`src/busmgmt_defs.svh`:
```
// constants for the instrument bus management controller
`ifndef BUSMGMT_DEFS_SVH
`define BUSMGMT_DEFS_SVH
`define SRQ_ENABLE_BIT 1
`define IE_MASK_RESET 8'h00
`define SYS_CTRL_RESET 1'b1
`define UNLISTEN_CMD 8'h3F
`define LISTEN_BASE 8'h20
`define TALK_BASE 8'h40
`define CMD_GTL 8'h01
`define CMD_SDC 8'h04
`define CMD_GET 8'h08
`define CMD_LLO 8'h11
`define CMD_DCL 8'h14
`endif

```
`src/busmgmt_pkg.sv`:
```
// types for the instrument bus management controller
package busmgmt_pkg;
	typedef enum logic [2:0]
	{
		OP_REMOTE,
		OP_LOCKOUT,
		OP_LOCAL,
		OP_TRIGGER,
		OP_CLEAR,
		OP_ABORT
	} op_e;
	typedef enum logic [1:0]
	{
		PH_UNL,
		PH_TALK,
		PH_LISTEN,
		PH_CMD
	} phase_e;
endpackage

```
`src/bus_mgmt_ctrl.sv`:
```
// controller-side bus management sequencer for an instrument bus
`timescale 1ns/1ps
`include "busmgmt_defs.svh"
// ****************************************************************
// Notes on behaviour
// ****************************************************************
// Notes on behaviour
// - remote enable asserted after reset and after every interface clear by system controller
// - remote request honoured only while system controller
// - lockout sent interface-wide, only while active controller
// - lockout cleared by interface-wide local; abort leaves lockout alone
// - addressed local sends go-to-local only to the named device
// - interface-wide local drops remote enable, clears lockout; system controller only
// - addressed local needs active controller role
// - interface trigger hits current listeners; addressed trigger only named device
// - no report of what a triggered instrument does
// - interface clear hits all devices; addressed clear only the named device
// - device clear needs active controller role
// - abort pulses interface clear; active or system controller only
// - abort by non-active system controller takes back active control
// - abort carrying a primary address is rejected
// - service interrupt only when handler defined and enable bit set
// - trigger from another controller detected while not active
// - attention asserted for address and command bytes, released for data
// - system controller becomes active controller at reset
// - addressing sends unlisten, talker, listener, then payload; addressed remote stops after listener
// - bit 1 of the enable mask enables service-request interrupts
module bus_mgmt_ctrl
	import busmgmt_pkg::*;
#(
	parameter int ADDR_W = 5
)
(
	input  wire logic              CLK,
	input  wire logic              ARST_N,
	input  wire logic              SYS_CTRL,
	input  wire logic              REQ_VALID,
	output logic                   REQ_READY,
	input  wire logic [2:0]        REQ_OP,
	input  wire logic              REQ_ADDRESSED,
	input  wire logic [ADDR_W-1:0] REQ_ADDR,
	input  wire logic [ADDR_W-1:0] MY_ADDR,
	output logic                   REQ_DONE,
	output logic                   REQ_REJECT,
	input  wire logic              PASS_CONTROL,
	input  wire logic              TAKE_CONTROL,
	input  wire logic              HANDLER_DEFINED,
	input  wire logic [7:0]        IE_MASK_WR,
	input  wire logic              IE_MASK_WE,
	output logic [7:0]             IE_MASK,
	input  wire logic              SRQ_IN,
	input  wire logic              TRIG_IN,
	output logic                   SRQ_IRQ,
	output logic                   TRIG_EVENT,
	output logic                   ACTIVE_CTRL,
	output logic                   LOCKOUT_ACTIVE,
	output logic                   REN_OUT,
	output logic                   IFC_OUT,
	output logic                   ATN_OUT,
	output logic [7:0]             BUS_BYTE,
	output logic                   BYTE_VALID,
	input  wire logic              BYTE_ACK
);
	// ****************************************************************
	// request decode and role checks
	// ****************************************************************
	typedef enum logic [1:0]
	{
		ST_IDLE,
		ST_SEND,
		ST_IFC
	} state_e;
	state_e state_q;
	phase_e phase_q;
	logic   active_q;
	logic   lockout_q;
	logic   ren_q;
	logic   ifc_q;
	logic   atn_q;
	logic   bvalid_q;
	logic   done_q;
	logic   reject_q;
	logic   irq_q;
	logic   trig_q;
	logic   addr_q;
	logic [7:0]        ie_q;
	logic [7:0]        byte_q;
	logic [7:0]        cmd_q;
	logic [ADDR_W-1:0] dev_q;
	logic [2:0]        op_q;
	logic allowed;
	logic take;
	logic [7:0] cmd_d;
	always_comb
	begin
		allowed = 1'b0;
		cmd_d = `CMD_GET;
		case (op_e'(REQ_OP))
			OP_REMOTE: allowed = SYS_CTRL;
			OP_LOCKOUT:
			begin
				allowed = active_q;
				cmd_d = `CMD_LLO;
			end
			OP_LOCAL:
			begin
				allowed = REQ_ADDRESSED ? active_q : SYS_CTRL;
				cmd_d = `CMD_GTL;
			end
			OP_TRIGGER: allowed = active_q;
			OP_CLEAR:
			begin
				allowed = active_q;
				cmd_d = REQ_ADDRESSED ? `CMD_SDC : `CMD_DCL;
			end
			OP_ABORT: allowed = (active_q | SYS_CTRL) & ~REQ_ADDRESSED;
			default: allowed = 1'b0;
		endcase
	end
	assign REQ_READY = (state_q == ST_IDLE);
	assign take = REQ_VALID & REQ_READY;
	// ****************************************************************
	// sequencer
	// ****************************************************************
	always_ff @(posedge CLK or negedge ARST_N)
	begin
		if (!ARST_N)
		begin
			state_q <= ST_IDLE;
			phase_q <= PH_UNL;
			cmd_q <= 8'h00;
			dev_q <= '0;
			op_q <= 3'h0;
			addr_q <= 1'b0;
			done_q <= 1'b0;
			reject_q <= 1'b0;
		end
		else
		begin
			done_q <= 1'b0;
			reject_q <= 1'b0;
			case (state_q)
				ST_IDLE:
					if (take)
					begin
						op_q <= REQ_OP;
						cmd_q <= cmd_d;
						dev_q <= REQ_ADDR;
						addr_q <= REQ_ADDRESSED;
						if (!allowed)
							reject_q <= 1'b1;
						else if (op_e'(REQ_OP) == OP_ABORT)
							state_q <= ST_IFC;
						else if ((op_e'(REQ_OP) == OP_REMOTE || op_e'(REQ_OP) == OP_LOCAL) && !REQ_ADDRESSED)
							done_q <= 1'b1;
						else
						begin
							state_q <= ST_SEND;
							phase_q <= (REQ_ADDRESSED && op_e'(REQ_OP) != OP_LOCKOUT) ? PH_UNL : PH_CMD;
						end
					end
				ST_SEND:
					if (BYTE_ACK && bvalid_q)
					begin
						case (phase_q)
							PH_UNL: phase_q <= PH_TALK;
							PH_TALK: phase_q <= PH_LISTEN;
							PH_LISTEN: phase_q <= PH_CMD;
							PH_CMD:
							begin
								state_q <= ST_IDLE;
								done_q <= 1'b1;
							end
							default: phase_q <= PH_UNL;
						endcase
						if (phase_q == PH_LISTEN && op_e'(op_q) == OP_REMOTE)
						begin
							state_q <= ST_IDLE; // addressing alone puts it remote
							done_q <= 1'b1;
						end
					end
				ST_IFC:
				begin
					state_q <= ST_IDLE;
					done_q <= 1'b1;
				end
				default: state_q <= ST_IDLE;
			endcase
		end
	end
	// ****************************************************************
	// bus byte output, attention always set for commands
	// ****************************************************************
	always_ff @(posedge CLK or negedge ARST_N)
	begin
		if (!ARST_N)
		begin
			bvalid_q <= 1'b0;
			byte_q <= 8'h00;
			atn_q <= 1'b0;
		end
		else if (state_q == ST_SEND && !(bvalid_q && BYTE_ACK))
		begin
			bvalid_q <= 1'b1;
			atn_q <= 1'b1; // every byte here is a command
			case (phase_q)
				PH_UNL: byte_q <= `UNLISTEN_CMD;
				PH_TALK: byte_q <= `TALK_BASE | {3'b000, MY_ADDR};
				PH_LISTEN: byte_q <= `LISTEN_BASE | {3'b000, dev_q};
				PH_CMD: byte_q <= cmd_q;
				default: byte_q <= 8'h00;
			endcase
		end
		else
		begin
			bvalid_q <= 1'b0;
			atn_q <= 1'b0;
		end
	end
	// ****************************************************************
	// roles, remote enable, lockout, interface clear
	// ****************************************************************
	always_ff @(posedge CLK or negedge ARST_N)
	begin
		if (!ARST_N)
		begin
			active_q <= `SYS_CTRL_RESET;
			ren_q <= `SYS_CTRL_RESET;
			ifc_q <= 1'b0;
		end
		else
		begin
			ifc_q <= 1'b0;
			if (take && allowed && op_e'(REQ_OP) == OP_ABORT)
			begin
				ifc_q <= 1'b1;
				if (SYS_CTRL)
				begin
					active_q <= 1'b1;
					ren_q <= 1'b1;
				end
			end
			else if (take && allowed && op_e'(REQ_OP) == OP_REMOTE)
				ren_q <= 1'b1;
			else if (take && allowed && op_e'(REQ_OP) == OP_LOCAL && !REQ_ADDRESSED)
				ren_q <= 1'b0;
			else if (PASS_CONTROL && state_q == ST_IDLE)
				active_q <= 1'b0;
			else if (TAKE_CONTROL)
				active_q <= 1'b1;
		end
	end
	// lockout stays across abort; only interface-wide local drops it
	always_ff @(posedge CLK or negedge ARST_N)
	begin
		if (!ARST_N)
			lockout_q <= 1'b0;
		else if (take && allowed && op_e'(REQ_OP) == OP_LOCAL && !REQ_ADDRESSED)
			lockout_q <= 1'b0;
		else if (take && allowed && op_e'(REQ_OP) == OP_LOCKOUT)
			lockout_q <= 1'b1;
	end
	// ****************************************************************
	// service request and trigger detection
	// ****************************************************************
	always_ff @(posedge CLK or negedge ARST_N)
	begin
		if (!ARST_N)
		begin
			ie_q <= `IE_MASK_RESET;
			irq_q <= 1'b0;
			trig_q <= 1'b0;
		end
		else
		begin
			if (IE_MASK_WE)
				ie_q <= IE_MASK_WR;
			// level sensitive: a short pulse between edges is not seen
			irq_q <= SRQ_IN & active_q & HANDLER_DEFINED & ie_q[`SRQ_ENABLE_BIT];
			trig_q <= TRIG_IN & ~active_q;
		end
	end
	assign SRQ_IRQ = irq_q;
	assign TRIG_EVENT = trig_q;
	assign IE_MASK = ie_q;
	assign ACTIVE_CTRL = active_q;
	assign LOCKOUT_ACTIVE = lockout_q;
	assign REN_OUT = ren_q;
	assign IFC_OUT = ifc_q;
	assign ATN_OUT = atn_q;
	assign BUS_BYTE = byte_q;
	assign BYTE_VALID = bvalid_q;
	assign REQ_DONE = done_q;
	assign REQ_REJECT = reject_q;
endmodule

```
`config.mk`:
```
export PLATFORM = sky130hd
export DESIGN_NAME = bus_mgmt_ctrl
export DESIGN_NICKNAME = d
export VERILOG_FILES = /design/src/busmgmt_pkg.sv /design/src/bus_mgmt_ctrl.sv
export VERILOG_INCLUDE_DIRS = /design/src
export SDC_FILE = /design/constraint.sdc
export NUM_CORES = 1
export LEC_CHECK = 0
export BUFFER_PORTS_ARGS = -buffer_cell sky130_fd_sc_hd__buf_4
export CAP_MARGIN = 20
export CELL_PAD_IN_SITES_DETAIL_PLACEMENT = 0
export CELL_PAD_IN_SITES_GLOBAL_PLACEMENT = 1
export CORE_MARGIN = 2
export CORE_UTILIZATION = 39
export DETAILED_ROUTE_END_ITERATION = 8
export GPL_TIMING_DRIVEN = 0
export PLACE_DENSITY_LB_ADDON = 0.1
export SETUP_SLACK_MARGIN = 0.05
export SYNTH_ARGS = -nofsm -noshare
export SYNTH_HDL_FRONTEND = slang
export SYNTH_SLANG_ARGS = --single-unit
export TNS_END_PERCENT = 20
```
`constraint.sdc`:
```
create_clock -name CLK -period 2 [get_ports CLK]
set_input_delay 0.2 -clock CLK [delete_from_list [all_inputs] [get_ports CLK]]
set_output_delay 0.2 -clock CLK [all_outputs]
set_load 0.02 [all_outputs]
```
# ---- Word level (Yosys, flattened, before mapping)
# Cells that the tools add are included.
# W data, S select, Z words.
dict set report word_totals {
  n_memories 0
  mem_bits_ro 0
  ff_bits 45
  in_bits 33
  latch_bits 0
  ramBits 0
}
dict set report op_classes {
  n_reduce_logical 29
  n_shift 0
  n_mul 0
  muxes 45
  n_div 0
  n_bitwise 9
  n_eq_ne 22
  n_lt_le_gt_ge 0
  addsub 0
}
# op count
set op_table {}
lappend op_table {{$pmux W8 S4} 1}
lappend op_table {{$mux W2} 13}
lappend op_table {{$mux W1} 24}
lappend op_table {{$pmux W5 S3} 1}
lappend op_table {{$logic_and A1 B1 Y1} 12}
lappend op_table {{$ne A2 B2 Y1 const B} 6}
lappend op_table {{$pmux W2 S2} 2}
lappend op_table {{$reduce_and A7 Y1} 1}
lappend op_table {{$and A1 B1 Y1} 6}
lappend op_table {{$eq A2 B2 Y1 const B} 3}
lappend op_table {{$eq A3 B2 Y1 const B} 2}
lappend op_table {{$eq A3 B3 Y1 const B} 2}
lappend op_table {{$logic_not A3 Y1} 2}
lappend op_table {{$pmux W2 S3} 1}
lappend op_table {{$reduce_bool A3 Y1} 2}
lappend op_table {{$mux W5} 1}
lappend op_table {{$reduce_and A5 Y1} 1}
lappend op_table {{$eq A2 B1 Y1 const B} 2}
lappend op_table {{$logic_not A2 Y1} 2}
lappend op_table {{$ne A2 B1 Y1 const B} 2}
lappend op_table {{$ne A4 B2 Y1 const B} 1}
lappend op_table {{$pmux W1 S4} 1}
lappend op_table {{$reduce_and A2 Y1} 2}
lappend op_table {{$reduce_and A4 Y1} 1}
lappend op_table {{11 further kinds} 14}

# ---- Depth between registers and ports, before layout
dict set report logic_depth {
  depth_word 9
  ltp_mapped 7
}

# ---- Worst setup path after synthesis
# OpenSTA, ideal clock, no wires.
dict set report synth_path {
  kind {register to register}
  startpoint {reg active_q, in the netlist ACTIVE_CTRL}
  endpoint {reg active_q, in the netlist ACTIVE_CTRL}
  required_time_ps 1912
  arrival_ps 1788
  period_less_slack_ps 1876
  path_stages_with_launch 6
  path_slack_ps 124
  setup_time_ps 88
  path_cell_list {dfstp_2 > or2b_1 > o22ai_2 > o21ai_2 > or3_1 > a221oi_2}
}
dict set report synth_via {
  elab_chain_cells 8
  elab_cells_between_ends 15
  classes_between {3 x eq/ne; 3 x mux; 2 x bitwise; 7 x reduce/logical}
}
# item line_no
set synth_rtl {}
lappend synth_rtl {{from (decl)} bus_mgmt_ctrl.sv:75} ;# logic active_q;
lappend synth_rtl {{from (signal assigned)} bus_mgmt_ctrl.sv:227} ;# active_q <= `SYS_CTRL_RESET;
lappend synth_rtl {{$or A1 B1 Y1} bus_mgmt_ctrl.sv:116} ;# OP_ABORT: allowed = (active_q | SYS_CTRL) & ~REQ_ADDRESSED;
lappend synth_rtl {{$and A1 B1 Y1} bus_mgmt_ctrl.sv:116}
lappend synth_rtl {{$pmux W1 S4 (*)} bus_mgmt_ctrl.sv:98} ;# case (op_e'(REQ_OP))
lappend synth_rtl {{$logic_and A1 B1 Y1 (*)} {bus_mgmt_ctrl.sv:234, bus_mgmt_ctrl.sv:243, bus_mgmt_ctrl.sv:245}}
lappend synth_rtl {{$logic_and A1 B1 Y1 (2 in series)} bus_mgmt_ctrl.sv:245} ;# else if (take && allowed && op_e'(REQ_OP) == OP_LOCAL && !REQ_ADDRESSED)
lappend synth_rtl {{$ne A2 B2 Y1 (no source line)} --}
lappend synth_rtl {{$reduce_and A4 Y1 (no source line)} --}
# Mark *: on every way between the ends. The rest lies on a longest branch, timed or not.
# A chain may end at the register's enable or synchronous reset.

# ---- Final worst setup path
# Ends and elaborated chain as after synthesis.

==> metrics.md <==
| Metric | Value |
|---|---|
| Cell taking the most area after synthesis | dfrtp_1 |
| GR Overflow Total | 0 |
| Largest delay share family, worst path | simple AND/OR/NAND/NOR gates |
| Final worst path period share | between 90% and 100% |
| CTS Buffer Depth | 2 |
| Setup crit start kind | flop |
| Routed wire length | roughly 4400 um |
| Shortest period the worst path allows | around 1.9 ns |
| Beginning of the worst register-to-register path | ACTIVE_CTRL |
| Count of mapped cells out of synthesis | roughly 180 |
| Leading post-synthesis cells by cell area | dfrtp_1 (48%), mux2_2 (9.0%), a21oi_1 (3.5%) |
| Layout Skew | slightly above 0.006 ns |
| CTS sink count | 40 |
| Buf+Inv Stages, Crit Path | 0 |
| IO buf count | 56 |
| Area growth syn-to-layout | 33.4% |
| Status | finished, final reports clean |
| Number of distinct standard cells referenced by the synthesized netlist | 49 |
| Maximum number of pins on one net before global-route repair | ~40 |
| Unrepaired setup endpoints after global routing | true |
| Global placer's final weighted congestion | 0.793 |
| Synthesized Nets | 222 |
| Cell area after synthesis | about 0.0020 sq mm |
| Worst hold start | TRIG_IN |
| Worst-case hold path end point | TRIG_EVENT |
| Required time worst endpoint | between 2 and 2.5 ns |
| Synthesized area per cell | about 11 sq um |
| Worst hold path depth | 2 |
| Fraction of synthesized area in multiplexers | roughly a tenth |
| Final standard cell utilization of the core | between 50% and 60% |
| Achievable clock frequency | around 530 MHz |
| Most frequent cells in the layout | buf_4 (60), dfrtp_1 (38), mux2_2 (16) |
| Main combinational cell family by area after synthesis | compound AO/OA/AOI/OAI gates |
| Hold_ws | between 0.1 and 0.15 ns |
| Routed len/inst | between 10 and 15 um |
| Number of rows created at floorplan | 26 |
| Number of synthesized register bits | 40 |
| Sequential-to-total area share from yosys stat | 50.2% |
| First-pass GRT wire length | 7420 um |
| Final antenna diode count | 0 |
| Number of clock buffers inserted by TritonCTS | 5 |
| Vertical extent of the die | between 70 and 80 um |
| Critical Path AT | ~2.1 ns |
| Maximum level of the CTS H-tree | 2 |
| Via count | between 1,500 and 2,000 |
| Remaining DRCs | 0 |
| Cell with the biggest individual delay on the critical path | dfstp_2 |
| Most used DFF post-synth | dfrtp_1 |
| End of the worst register-to-register path | ACTIVE_CTRL |
| Clock network latency to the later pin of the worst-skew pair | ~0.30 ns |
| Final nets | ~290 |
| Cells along the critical path | or2b_4, o22ai_4, o21ai_2, or3_1, a221oi_2 |
| Share of synthesized registers carrying an async set or reset | 100% |
| Area fraction in compound gates after synthesis | a little under a fifth |
| HPWL after detailed placement | 3350 um |
| Delay of the slowest cell on the worst path | roughly 0.57 ns |
| EDFF count, synth | 0 |
| Simple-gate share of the synthesized area | 13.2% |
| Register-to-register setup slack | slightly above 0.1 ns |
| Starting density of the core | 39.9% |
| Setup-violating endpoint count in the final report | 0 |
| 1st-pass router iterations | 4 |
| Antenna-violating nets left | 0 |
| Horizontal die dimension | approximately 76 um |
| Post-Synth XOR/XNOR Area | less than 1% |
| Worst R2R Path Depth | 5 |
| Number of slew-limit violations in the final report | 0 |
| Count of routing violations after the opening detailed-route iteration | 70 |
| Worst-path clk slew | approximately 0.080 ns |
| Vias in the first global route | approximately 1,600 |
| Count of max-cap constraint violations | 0 |
| Class of the tightest hold or removal check | input port to flop |
| Core area | 0.00501 sq mm |
| Hold Violations, Final | 0 |
| Pwr Density | ~1300 mW/mm^2 |
| Slew at the pin closest to its max-slew limit | a little over 0.5 ns |
| Number of antenna violations at the first check in global routing | 0 |
| Logic depth of the worst setup path including buffers | 5 |
| Die footprint | between 0.005 and 0.006 sq mm |
| Ratio of cells with drive above 1 in the final layout | approximately 40% |
| GR Util All Layers | around 18% |
| Maximum fanout encountered on the critical timing path | 5 |
| Most common cell after layout, fill and taps aside | buf_4 |
| P_leak | 1.22 nW |
| Clock Root Buffer | clkbuf_8 |
| Share of the synthesized area in the top cell type | a little under half |
| I/O Pins | 60 |
| CTS tree | built |
| Synth warnings | 0 |
| Fraction of the mapped netlist area in adder cells | around 3.1% |
| CP Class | flop to flop |
| Type of element capturing the critical path | flop |
| Max-slew headroom at the worst pin | approximately two thirds |
| Via-per-instance ratio | between 5 and 6 |
| Maximum VDD drop | 613 uV |
kinds of logic (layout without fill, tap and decap cells):
group / Yosys count / in the layout
AO/OA/AOI/OAI: 53 / 53
XOR/XNOR: 2 / 2
adder cells (fa/ha/maj): 5 / 5
buffers and inverters: 16 / 82
flip-flops: 40 / 40
multiplexers: 17 / 17
other: 1 / 1
AND/OR/NAND/NOR: 50 / 50
registers in the layout (all words and copies together), names as in the netlist, 2 cells and up:
register / flops
cmd_q: 4
phase_q: 2
BUS_BYTE: 7
state_q: 2
IE_MASK: 8
dev_q: 5
op_q: 3
report_power, final:
part           leakage (nW)  internal (W)  total, W  switching, W
Clock                0.0434      0.000279  0.000567      0.000288
Sequential            0.488       0.00111   0.00131      0.000199
Combinational         0.688      0.000718   0.00151      0.000791
Total                  1.22       0.00211   0.00338       0.00128
routing by layer:
layer	wire [um]	vias up	track usage, %	share of wire (%)
li1	-	792	-	-
met1	2010	788	23.9	45
met2	2150	39	27.9	48
met3	218	5	3.70	4.9
met4	63	0	7.02	1.4
met5	0	-	0	0
layout make-up:
type | instances | area [sq um]
Timing Repair Buffer | 59 | 445
Clock inverter | 2 | 15.0
Clock buffer | 6 | 82.6
Buffer | 10 | 53.8
Sequential cell | 40 | 1000
Tap cell | 70 | 87.6
Multi-Input combinational cell | 128 | 958
Fill cell | 483 | 2340
Inverter | 5 | 18.8
cells in the mapped netlist (all sizes together), types with 4 or more instances:
cell,count
a21oi,14
buf,4
inv,5
a22oi,4
o21ai,9
o21a,4
nor2,15
mux2,16
a21o,6
ha,5
dfrtp,38
clkbuf,7
nand2,12
what timing repair did:
| action | CTS | global route |
|---|---|---|
| setup endpoints to repair | 3 | 9 |
| gates resized for setup | 1 | 8 |
| hold endpoints to repair | 38 | 0 |
| setup buffers | 2 | 0 |
| pin swaps | 1 | 0 |
| hold buffers | 1 | 0 |
through the flow:
stage               cells  total power, W  setup TNS [ns]  cell area (sq um)  setup WS (ns)
finish                320         0.00338               0               2670          0.102
global route          320         0.00368        -0.00635               2670       -0.00635
CTS                   321         0.00339               0               2640         0.0291
detailed placement    310         0.00279         -0.0221               2510        -0.0221
global placement      310         0.00277         -0.0422               2510        -0.0422
floorplan             184         0.00225               0               2000          0.124
how the worst max path moves through the flow:
stage / startpoint / to / slack, ns
floorplan: ACTIVE_CTRL / ACTIVE_CTRL / 0.12
global placement: ACTIVE_CTRL / ACTIVE_CTRL / -0.04
detailed placement: ACTIVE_CTRL / ACTIVE_CTRL / -0.02
CTS: phase_q[0] / REQ_DONE / 0.03
global route: ACTIVE_CTRL / ACTIVE_CTRL / -0.006
finish: ACTIVE_CTRL / ACTIVE_CTRL / 0.10
No activity file was read; power rests on OpenSTA's default activity.
